`config.mk`:
```
export PLATFORM = sky130hd
export DESIGN_NAME = inventory_read_extended_handler
export DESIGN_NICKNAME = d
export VERILOG_FILES = /design/src/hw/inv_read_pkg.sv /design/src/hw/inventory_read_extended_handler.sv
export SDC_FILE = /design/constraint.sdc
export NUM_CORES = 1
export LEC_CHECK = 0
export BUFFER_PORTS_ARGS = -buffer_cell sky130_fd_sc_hd__buf_2
export CORE_UTILIZATION = 53
export CTS_BUF_LIST = sky130_fd_sc_hd__clkbuf_2 sky130_fd_sc_hd__clkbuf_4 sky130_fd_sc_hd__clkbuf_8
export DETAILED_ROUTE_END_ITERATION = 7
export GPL_TIMING_DRIVEN = 0
export HOLD_SLACK_MARGIN = 0.06
export PLACE_DENSITY = 0.78
export SLEW_MARGIN = 20
export SYNTH_ARGS = -nofsm -noshare
export SYNTH_HDL_FRONTEND = slang
export SYNTH_SLANG_ARGS = --single-unit
```
`constraint.sdc`:
```
create_clock -name sys_clk -period 2.88 [get_ports sys_clk]
set_clock_uncertainty 0.2 [all_clocks]
set_input_delay 0.576 -clock sys_clk [delete_from_list [all_inputs] [get_ports sys_clk]]
set_output_delay 0.576 -clock sys_clk [all_outputs]
set_load 0.05 [all_outputs]
```
`src/hw/inv_read_pkg.sv`:
```
/*
  Package for the inventory-with-data command handler: register map, field
  positions, reset values, command codes, option bits and shared types.
  Assumes a 32-bit APB master and a frame decoder/encoder around the block.
*/
package inv_read_pkg;

  // APB register byte offsets
  localparam logic [7:0] REG_CTRL = 8'h00;
  localparam logic [7:0] REG_REQ0 = 8'h04;
  localparam logic [7:0] REG_REQ1 = 8'h08;
  localparam logic [7:0] REG_UID_LO = 8'h0C;
  localparam logic [7:0] REG_UID_HI = 8'h10;
  localparam logic [7:0] REG_CFG = 8'h14;
  localparam logic [7:0] REG_STATUS = 8'h18;
  localparam logic [7:0] REG_RESULT = 8'h1C;

  // Command codes
  localparam logic [7:0] CMD_INV_READ = 8'hA0;
  localparam logic [7:0] CMD_FAST_INV_READ = 8'hA1;
  localparam logic [7:0] CMD_ALARM_ENABLE = 8'hA2;

  // Request flag bit positions (0-based)
  localparam int FLG_RATE = 1;
  localparam int FLG_INVENTORY = 2;
  localparam int FLG_OPTION = 6;

  // Extended option bit positions (0-based; bit 1 of the byte is index 0)
  localparam int OPT_ALARM_FILTER = 0;
  localparam int OPT_FULL_ID = 1;
  localparam int OPT_SKIP_DATA = 4;
  localparam int OPT_QUIET = 5;
  localparam int OPT_PQUIET = 6;
  localparam int MASKLEN_EXT_BIT = 7;

  // Slot-number bits taken out of the identifier with sixteen slots
  localparam int UID_BITS = 64;
  localparam int SLOT_BITS = 4;

  // Reset values
  localparam logic [7:0] RST_LAST_BLOCK = 8'h4F;

  typedef enum {
    TS_READY,
    TS_SELECTED,
    TS_QUIET,
    TS_PQUIET
  } tag_state_e;

  typedef enum logic [1:0] {
    LR_STANDARD,
    LR_DOUBLE
  } link_rate_e;

  // Decoded request, as placed by software in the request registers
  typedef struct packed {
    logic [7:0] flags;
    logic [7:0] cmd;
    logic [7:0] mask_len;
    logic [7:0] ext_opt;
    logic [7:0] first_blk;
    logic [7:0] blk_count;
  } request_s;

  // Reply plan handed to the frame encoder
  typedef struct packed {
    logic respond;
    logic error;
    logic [3:0] id_bytes;
    logic [7:0] first_blk;
    logic [8:0] n_blocks;
    logic fast;
    logic high_rate;
    logic single_subcarrier;
    logic first_slot_only;
    logic write_timing;
  } reply_s;

endpackage

```
`src/hw/inventory_read_extended_handler.sv`:
```
/*
  Inventory-with-data command handler: decides whether and how the label
  answers the inventory-read, fast inventory-read and alarm-enable commands.
  Assumes software loads a decoded request over APB and strobes it; the
  frame encoder reads the reply plan from the result register and ports.
*/
`timescale 1ns/10ps

//Contract
//- Mask-length top bit selects extended mode
//- Inventory flag: answer only READY/SELECTED (code: only PQUIET answers if extended with option bits6/7 both set)
//- Option bit1 filters on alarm mode
//- Option bit2 truncated or full identifier
//- Option bit5 skips data blocks
//- Option bits6/7 choose post-reply state
//- Option flag includes or drops identifier
//- Reply: flags, identifier, blocks, CRC
//- Truncated length from slots and mask
//- Same slotting and timing as inventory
//- Addressed/selected uses non-inventory flag meanings
//- Addressed/selected acts as block read
//- No AFI; answer first slot only
//- Fast A1h behaves like inventory-read
//- Fast variant doubles return rate
//- Fast keeps forward rate and delay
//- Fast variant single subcarrier only
//- A2h enables alarm unless locked
//- Protected alarm needs prior password
//- Alarm-enable any option, write timing
//- Return block count plus one
//- Stop at highest user block
module inventory_read_extended_handler
  import inv_read_pkg::*;
#(
  parameter logic [7:0] LAST_USER_BLOCK = RST_LAST_BLOCK
) (
  input wire logic sys_clk,
  input wire logic sys_rst,
  input wire logic psel,
  input wire logic penable,
  input wire logic pwrite,
  input wire logic [7:0] paddr,
  input wire logic [31:0] pwdata,
  input wire logic [3:0] pstrb,
  output logic [31:0] prdata,
  output logic pready,
  output logic pslverr,
  output reply_s reply,
  output logic reply_valid,
  output logic [1:0] tag_state_code
);

  request_s req_r;
  logic [63:0] uid_r;
  logic [7:0] cfg_r;
  logic alarm_mode_r;
  tag_state_e state_r;
  tag_state_e state_nxt;
  reply_s reply_r;
  reply_s reply_nxt;
  logic valid_r;
  logic go;
  logic wr_en;
  logic rd_ok;

  // CFG bits: 0 alarm locked, 1 alarm protected, 2 password given,
  // 3 sixteen slots, 4 selected, 5 addressed match; bits 6/7 set state
  logic alarm_locked;
  logic alarm_protected;
  logic password_ok;
  logic sixteen_slots;

  assign alarm_locked = cfg_r[0];
  assign alarm_protected = cfg_r[1];
  assign password_ok = cfg_r[2];
  assign sixteen_slots = cfg_r[3];

  assign wr_en = psel && penable && pwrite;
  assign pready = 1'b1;

  always_comb begin
    case (paddr)
      REG_CTRL, REG_REQ0, REG_REQ1, REG_UID_LO, REG_UID_HI, REG_CFG,
      REG_STATUS, REG_RESULT: rd_ok = 1'b1;
      default: rd_ok = 1'b0;
    endcase
  end

  assign pslverr = psel && penable && !rd_ok;
  assign go = wr_en && (paddr == REG_CTRL) && pstrb[0] && pwdata[0];

  function automatic logic [31:0] merge(input logic [31:0] old_v, input logic [31:0] new_v,
                                        input logic [3:0] strb);
    logic [31:0] r;
    r = old_v;
    for (int i = 0; i < 4; i++) begin
      if (strb[i]) begin
        r[i*8 +: 8] = new_v[i*8 +: 8];
      end
    end
    return r;
  endfunction

  // Request registers
  always_ff @(posedge sys_clk) begin
    if (sys_rst) begin
      req_r <= '0;
    end else if (wr_en && paddr == REG_REQ0) begin
      {req_r.flags, req_r.cmd, req_r.mask_len, req_r.ext_opt} <=
        merge({req_r.flags, req_r.cmd, req_r.mask_len, req_r.ext_opt}, pwdata, pstrb);
    end else if (wr_en && paddr == REG_REQ1) begin
      {req_r.first_blk, req_r.blk_count} <=
        16'(merge({16'h0000, req_r.first_blk, req_r.blk_count}, pwdata, pstrb));
    end
  end

  always_ff @(posedge sys_clk) begin
    if (sys_rst) begin
      uid_r <= '0;
    end else if (wr_en && paddr == REG_UID_LO) begin
      uid_r[31:0] <= merge(uid_r[31:0], pwdata, pstrb);
    end else if (wr_en && paddr == REG_UID_HI) begin
      uid_r[63:32] <= merge(uid_r[63:32], pwdata, pstrb);
    end
  end

  always_ff @(posedge sys_clk) begin
    if (sys_rst) begin
      cfg_r <= '0;
    end else if (wr_en && paddr == REG_CFG && pstrb[0]) begin
      cfg_r <= pwdata[7:0];
    end
  end

  // Decode of the current request
  logic extended;
  logic inv_flag;
  logic opt_flag;
  logic is_read;
  logic is_fast;
  logic [6:0] mlen;
  logic [7:0] id_bits;
  logic [3:0] id_bytes;
  logic [8:0] want_blocks;
  logic [8:0] avail_blocks;
  logic state_ok;
  logic filter_ok;
  logic [1:0] quiet_sel;

  assign extended = req_r.mask_len[MASKLEN_EXT_BIT];
  assign mlen = req_r.mask_len[6:0];
  assign inv_flag = req_r.flags[FLG_INVENTORY];
  assign opt_flag = req_r.flags[FLG_OPTION];
  assign is_fast = req_r.cmd == CMD_FAST_INV_READ;
  assign is_read = (req_r.cmd == CMD_INV_READ) || is_fast;
  assign quiet_sel = {req_r.ext_opt[OPT_PQUIET], req_r.ext_opt[OPT_QUIET]};

  // Truncated identifier length, rounded up to whole bytes
  always_comb begin
    logic [7:0] base;
    base = sixteen_slots ? 8'(UID_BITS - SLOT_BITS) : 8'(UID_BITS);
    id_bits = ({1'b0, mlen} >= base) ? 8'h00 : base - {1'b0, mlen};
    id_bytes = 4'((id_bits + 8'h07) >> 3);
  end

  // Block span, clipped at the top of user memory
  assign want_blocks = {1'b0, req_r.blk_count} + 9'h001;
  assign avail_blocks = (req_r.first_blk > LAST_USER_BLOCK) ? 9'h000 :
                        {1'b0, LAST_USER_BLOCK} - {1'b0, req_r.first_blk} + 9'h001;

  always_comb begin
    if (inv_flag) begin
      // Persistent-quiet tags only join when both quiet bits ask for them
      if (extended && quiet_sel == 2'b11) begin
        state_ok = state_r == TS_PQUIET;
      end else begin
        state_ok = (state_r == TS_READY) || (state_r == TS_SELECTED);
      end
    end else begin
      // Addressed or selected: the far side chose this tag explicitly
      state_ok = cfg_r[5] || (cfg_r[4] && state_r == TS_SELECTED);
    end
    filter_ok = !(extended && req_r.ext_opt[OPT_ALARM_FILTER]) || alarm_mode_r;
  end

  // Reply planning and state change
  always_comb begin
    reply_nxt = '0;
    state_nxt = state_r;
    reply_nxt.fast = is_fast;
    reply_nxt.high_rate = req_r.flags[FLG_RATE];
    reply_nxt.single_subcarrier = is_fast;
    if (is_read) begin
      reply_nxt.respond = state_ok && filter_ok;
      reply_nxt.first_slot_only = !inv_flag;
      reply_nxt.first_blk = req_r.first_blk;
      // Same slotting and reply timing as inventory; encoder owns them
      if (extended && req_r.ext_opt[OPT_SKIP_DATA]) begin
        reply_nxt.n_blocks = 9'h000;
      end else begin
        reply_nxt.n_blocks = (want_blocks < avail_blocks) ? want_blocks : avail_blocks;
      end
      if (!opt_flag || !inv_flag) begin
        reply_nxt.id_bytes = 4'h0;
      end else if (extended && req_r.ext_opt[OPT_FULL_ID]) begin
        reply_nxt.id_bytes = 4'h8;
      end else begin
        reply_nxt.id_bytes = id_bytes;
      end
      if (reply_nxt.respond && extended) begin
        case (quiet_sel)
          2'b01: state_nxt = TS_QUIET;
          2'b10: state_nxt = TS_PQUIET;
          default: state_nxt = state_r;
        endcase
      end
    end else if (req_r.cmd == CMD_ALARM_ENABLE) begin
      reply_nxt.respond = 1'b1;
      reply_nxt.write_timing = 1'b1;
      reply_nxt.error = alarm_locked || (alarm_protected && !password_ok);
    end
  end

  always_ff @(posedge sys_clk) begin
    if (sys_rst) begin
      reply_r <= '0;
      valid_r <= 1'b0;
    end else begin
      valid_r <= go;
      if (go) begin
        reply_r <= reply_nxt;
      end
    end
  end

  always_ff @(posedge sys_clk) begin
    if (sys_rst) begin
      state_r <= TS_READY;
    end else if (wr_en && paddr == REG_CFG && pstrb[0] && pwdata[6]) begin
      // Software forces the state from the outer state machine
      case (pwdata[7])
        1'b1: state_r <= TS_SELECTED;
        default: state_r <= TS_READY;
      endcase
    end else if (go) begin
      state_r <= state_nxt;
    end
  end

  always_ff @(posedge sys_clk) begin
    if (sys_rst) begin
      alarm_mode_r <= 1'b0;
    end else if (go && req_r.cmd == CMD_ALARM_ENABLE && !reply_nxt.error) begin
      alarm_mode_r <= 1'b1;
    end
  end

  always_comb begin
    case (state_r)
      TS_SELECTED: tag_state_code = 2'h1;
      TS_QUIET: tag_state_code = 2'h2;
      TS_PQUIET: tag_state_code = 2'h3;
      default: tag_state_code = 2'h0;
    endcase
  end

  assign reply = reply_r;
  assign reply_valid = valid_r;

  always_comb begin
    prdata = 32'h00000000;
    if (psel && !pwrite) begin
      case (paddr)
        REG_REQ0: prdata = {req_r.flags, req_r.cmd, req_r.mask_len, req_r.ext_opt};
        REG_REQ1: prdata = {16'h0000, req_r.first_blk, req_r.blk_count};
        REG_UID_LO: prdata = uid_r[31:0];
        REG_UID_HI: prdata = uid_r[63:32];
        REG_CFG: prdata = {24'h000000, cfg_r};
        REG_STATUS: prdata = {27'h0000000, alarm_mode_r, valid_r, 1'b0, tag_state_code};
        // 3 + 8 + 9 + 4 + 4 + 4 bits: flags sit in the low nibble
        REG_RESULT: prdata = {3'h0, reply_r.first_blk, reply_r.n_blocks,
                              reply_r.id_bytes, 4'h0, reply_r.respond, reply_r.error,
                              reply_r.fast, reply_r.first_slot_only};
        default: prdata = 32'h00000000;
      endcase
    end
  end

endmodule // inventory_read_extended_handler

```
# Word level (Yosys, flattened, before mapping)
# Memory sizes are Yosys's and may differ from the RTL's.
# Index checks and enable logic that the tools add are counted.
dict set report totals {
  memories 1
  word_cells 141
  inputBits 49
  output_inout_bits 65
  register_bits 181
  latch_bits 0
  mem_bits_ro 32
  ram_bits 0
}
dict set report op_classes {
  shifts 0
  div 0
  reduce_logical 59
  magnitude_cmp 3
  n_eq_ne 18
  multipliers 0
  n_mux 26
  addsub 5
  bitwise 2
}
# name words width read_ports rd_clocked_by_memory_dff wr line
set mem_list {}
lappend mem_list {{(no name shown)} 32 1 1 0 0 inventory_read_extended_handler.sv:82} ;# case (paddr)
# cell n
set ops {}
lappend ops {{$pmux 32 s7} 1}
lappend ops {{$mux 32} 5}
lappend ops {{$eq 32x2->1 const B} 3}
lappend ops {{$pmux 32 s2} 1}
lappend ops {{$eq 32x1->1 const B} 1}
lappend ops {{$eq 32x3->1 const B} 1}
lappend ops {{$eq 8x5->1 const B} 4}
lappend ops {{$logic_not 32->1} 1}
lappend ops {{$mux 9} 3}
lappend ops {{$eq 8x8->1 const B} 3}
lappend ops {{$logic_and 1x1->1} 24}
lappend ops {{$mux 21} 1}
lappend ops {{$reduce_and 3->1} 6}
lappend ops {{$eq 8x4->1 const B} 2}
lappend ops {{$reduce_and 2->1} 8}
lappend ops {{$mux 7} 2}
lappend ops {{$add 8x1->9 const B} 1}
lappend ops {{$add 9x1->9 const B} 1}
lappend ops {{$lt 9x9->1} 1}
lappend ops {{$mux 1} 9}
lappend ops {{$sub 7x8->9 const A} 1}
lappend ops {{$eq 8x3->1 const B} 1}
lappend ops {{$gt 8x7->1 const B} 1}
lappend ops {{$logic_not 8->1} 1}
lappend ops {{other kinds (15)} 31}

# Logic depth before layout (Yosys ltp)
dict set report depth {
  depth_word 10
  depth_mapped 15
  depth_no_buf 13
}

# Worst setup path before layout
# OpenSTA, ideal clock, no wires.
dict set report synth_timing {
  path_kind {in2out}
  from {input paddr[5]}
  to {output prdata[2]}
  t_arrival_ns 2.797
  stages 6
  t_required_ns 2.104
  path_buffers 2
  path_slack_ns -0.693
  path_cell_list {or4b_2 -> nor2b_1 -> buf_4 -> buf_2 -> a22oi_1 -> a31oi_1}
}
dict set report synth_via {
  elab_chain_cells 3
  word_cells_on_any_way 9
  classes_between {eq/ne (7); mux (2)}
}
# item line
set synth_rtl {}
lappend synth_rtl {{start: declaration} inventory_read_extended_handler.sv:42} ;# input wire logic [7:0] paddr,
lappend synth_rtl {{$eq 8x5->1, or another cell as far along} inventory_read_extended_handler.sv:273} ;# case (paddr)
lappend synth_rtl {{$pmux 32 s7 *} inventory_read_extended_handler.sv:273}
lappend synth_rtl {{$mux 32 *} inventory_read_extended_handler.sv:272} ;# if (psel && !pwrite) begin
lappend synth_rtl {{end: declaration} inventory_read_extended_handler.sv:45} ;# output logic [31:0] prdata,
# Every way passes the cells marked *; elsewhere a longest branch is shown, timed or not.

# Final worst setup path
# Same ends and word-level chain as after synthesis.

==> impl_metrics.toml <==
[power_and_ir_drop]
power.share.sequential_pct = 49.7
leakage_nw = 4.06
combinationalPowerShare_pct = 4.3
p_int_mw = 3.27
switching_share_pct = 21.8
ir_drop_mv = 0.287
p_switching_mw = 0.910
total_power_mw = 4.18
powerDensity_mw_per_mm2 = 403
clockPowerShare_pct = 46.0

[global_route]
track_usage_pct = 35.7
grt-ovfl-total = 0
grt_max_degree = 17
grt_pass1_vias = 7018
grt_pass1_wl_um = 38400
antenna_found_initial = 0

[sta]
setup_viol = 41
tightest_slew_ps = 830
worst_slack_ps = -156
rsz0062_at_grt = "yes"
slew_violations = 0
hold_viol = 0
fin_setup_tns_ps = -3270
max_freq_ghz = 0.329
slew_headroom_pct = 44.7
min_period_over_period_pct = 105
period_minus_slack_ps = 3040

[route]
detailedRoute.firstPassIterationCount = 8
viasPerCell = 6.18
drt_iter0_drc = 920
vias = 7212
wire_per_inst_um = 22.2
remaining_drc_errors = 1
drtAntennaViolNets = 0
detail_route.wirelength_um = 25900

[finish]
n_antenna_cell = 0
nFillCells = 861
multi_input_area_mm2 = 0.00479
final_common_cell = "nor2_1"
final_nets = 1044
seq_area_mm2 = 0.00305
instances_no_fill = 1167
final_layout_size_suffix_gt1_share_pct = 34.5
final_area_mm2 = 0.0104
area_delta_synth_final_pct = 41.4
final_cell_mix = "nor2_1 (144), dfxtp_1 (139), mux2i_1 (123), buf_2 (79), buf_6 (42)"

[clock_network]
cts_root_buf = "clkbuf_8"
cts_buffers = 17
clk_pin_slew_ps = 80
cts.sinks = 151
cts-htree-levels = 4
cts.path.max_buffers = 2
ctsHoldBuffers = 0
clkLatencyLatePin_ps = 470
cts_tree = "built"

[die]
row_count = 42
die_y_um = 120
ioPinCount = 114
die_x_um = 120
die_area_mm2 = 0.0143
coreArea_mm2 = 0.0134
initial_core_util_pct = 54.8

[flow_run]
drv_cap = 0

[placed_design]
place_area_mm2 = 0.00866
gp_congestion = 0.968
io_buffers = 111
dp.final_hpwl_um = 16700
numPlacedInstances = 1097

[yosys]
synth.distinct_cells = 59
ys_warn_count = 0
ys_ff_latch = 151
syn_avg_cell_area_um2 = 9.08
synth_edf_count = 0
synth_area_mm2 = 0.00734
ys_dominant_reg_cell = "dfxtp_1"
async_reset_ff_share_pct = 0
ys_seq_area_share_pct = 41.2
syn_inst = 808

[worst_setup_path]
critPathMaxStageDelay_ps = 600
endpoint_kind = "output pin"
cp_max_fo = 10
crit_slowest_cell = "or4b_4"
crit_top_cell = "buf_8"
startpoint_type = "input pin"
worstPathCellList = "buf_8, or4b_4, nor2b_4, buf_8, buf_12, a22oi_2, a31oi_4, buf_6"
required_ps = 2100
crit_type = "in2out"
cp_data_arrival_time_ps = 2260

[hold_path]
hp-class = "in2reg"

[outcome]
violations = "DRC, setup timing"
status = "finished with violations"
==> critical path: cells and delay by family <==
family | cells | cell delay, ps
and+or+nand+nor | 2 | 740
buffers and inverters | 4 | 600
AOI/OAI and AO/OA | 2 | 320
==> flip-flops by register name, indices dropped and copies added, names as in the netlist <==
signal / cells
uid_r: 64
req_r: 35
reply: 27
cfg_r: 8
mlen: 7
quiet_sel: 2
state_r: 2
alarm_mode_r: 1
extended: 1
inv_flag: 1
opt_flag: 1
reply_nxt: 1
reply_valid: 1
==> worst paths after layout <==
| kind | startpoint | end | slack, ps | depth (start not counted) |
|---|---|---|---|---|
| max | paddr[5] | prdata[2] | -160 | 8 |
| min | pwdata[21] | uid_r[53] | 170 | 3 |
| max reg2reg | req_r[8] | reply[13] | -90 | 13 |
| min reg2reg | reply[6] | reply[6] | 280 | 2 |
==> synth_stat cells (4+ instances only) <==
master | count | share of area, %
a21o_1 | 5 | 0.51
a21oi_1 | 37 | 2.5
a222oi_1 | 14 | 1.9
a22oi_1 | 64 | 6.5
a31oi_1 | 12 | 1.0
and2_1 | 7 | 0.60
and3_1 | 13 | 1.1
buf_2 | 12 | 0.82
clkbuf_1 | 37 | 1.9
dfxtp_1 | 151 | 41
ha_1 | 16 | 2.7
inv_1 | 22 | 1.1
mux2i_1 | 125 | 17
nand2_1 | 24 | 1.2
nand2b_1 | 4 | 0.34
nand3_1 | 8 | 0.55
nand4_1 | 5 | 0.43
nor2_1 | 152 | 7.8
nor2_2 | 4 | 0.34
nor2b_1 | 4 | 0.34
nor3_1 | 9 | 0.61
o21ai_0 | 5 | 0.34
o21ai_1 | 7 | 0.48
xnor2_1 | 8 | 0.95
xor2_1 | 8 | 0.95
==> power groups by stage <==
| stage | Clock, mW | Combinational, mW | Sequential [mW] |
|---|---|---|---|
| CTS | 1.91 | 0.167 | 2.08 |
| global placement | 0 | 0.152 | 2.14 |
| floorplan | 0 | 0.0601 | 2.14 |
| detailed placement | 0 | 0.152 | 2.14 |
| finish | 1.92 | 0.179 | 2.08 |
| global route | 2.02 | 0.186 | 2.08 |
==> cell families after synthesis <==
group / after synthesis / share of synthesized area [%]
AOI/OAI and AO/OA: 160 / 15.2
muxes: 128 / 17.5
other: 1 / 0.0511
and+or+nand+nor: 261 / 17.1
xor gates and xnor gates: 16 / 1.91
adders and majority gates: 16 / 2.73
buffers and inverters: 75 / 4.30
DFF: 151 / 41.2
==> layout make-up <==
type	instances	area share (%)
buffer	50	4.67
clock buffer	23	2.93
clock inverter	8	1.62
inverter	22	0.796
multi-input combinational	584	46.2
sequential	151	29.4
tap	176	2.12
timing repair buffer	153	12.2
==> metal layers <==
metal / share of wire, % / GRT usage (%) / vias up
li1: - / - / 3257
met1: 40 / 43.5 / 3402
met2: 47 / 58.1 / 447
met3: 8.7 / 9.27 / 106
met4: 5.0 / 17.7 / 0
met5: 0 / 0 / -
==> repair_timing <==
| action | 4_1_cts | 5_1_grt |
|---|---|---|
| pin swaps | 36 | 24 |
| buffers inserted | 17 | 18 |
| cloned | 6 | 1 |
| setup endpoints to repair | 41 | 41 |
| gates resized for setup | 166 | 55 |
==> metrics by stage <==
stage          utilization (%)  hold slack (ps)  setup slack (ps)
2_1_floorplan                -              249             -21.7
3_3_place_gp              64.6              265              -960
3_5_place_dp              64.6              268              -930
4_1_cts                   74.5              172              -166
5_1_grt                   77.4              178              -184
6_report                  77.4              172              -156
Note: power is estimated with default switching activity, not from simulation.
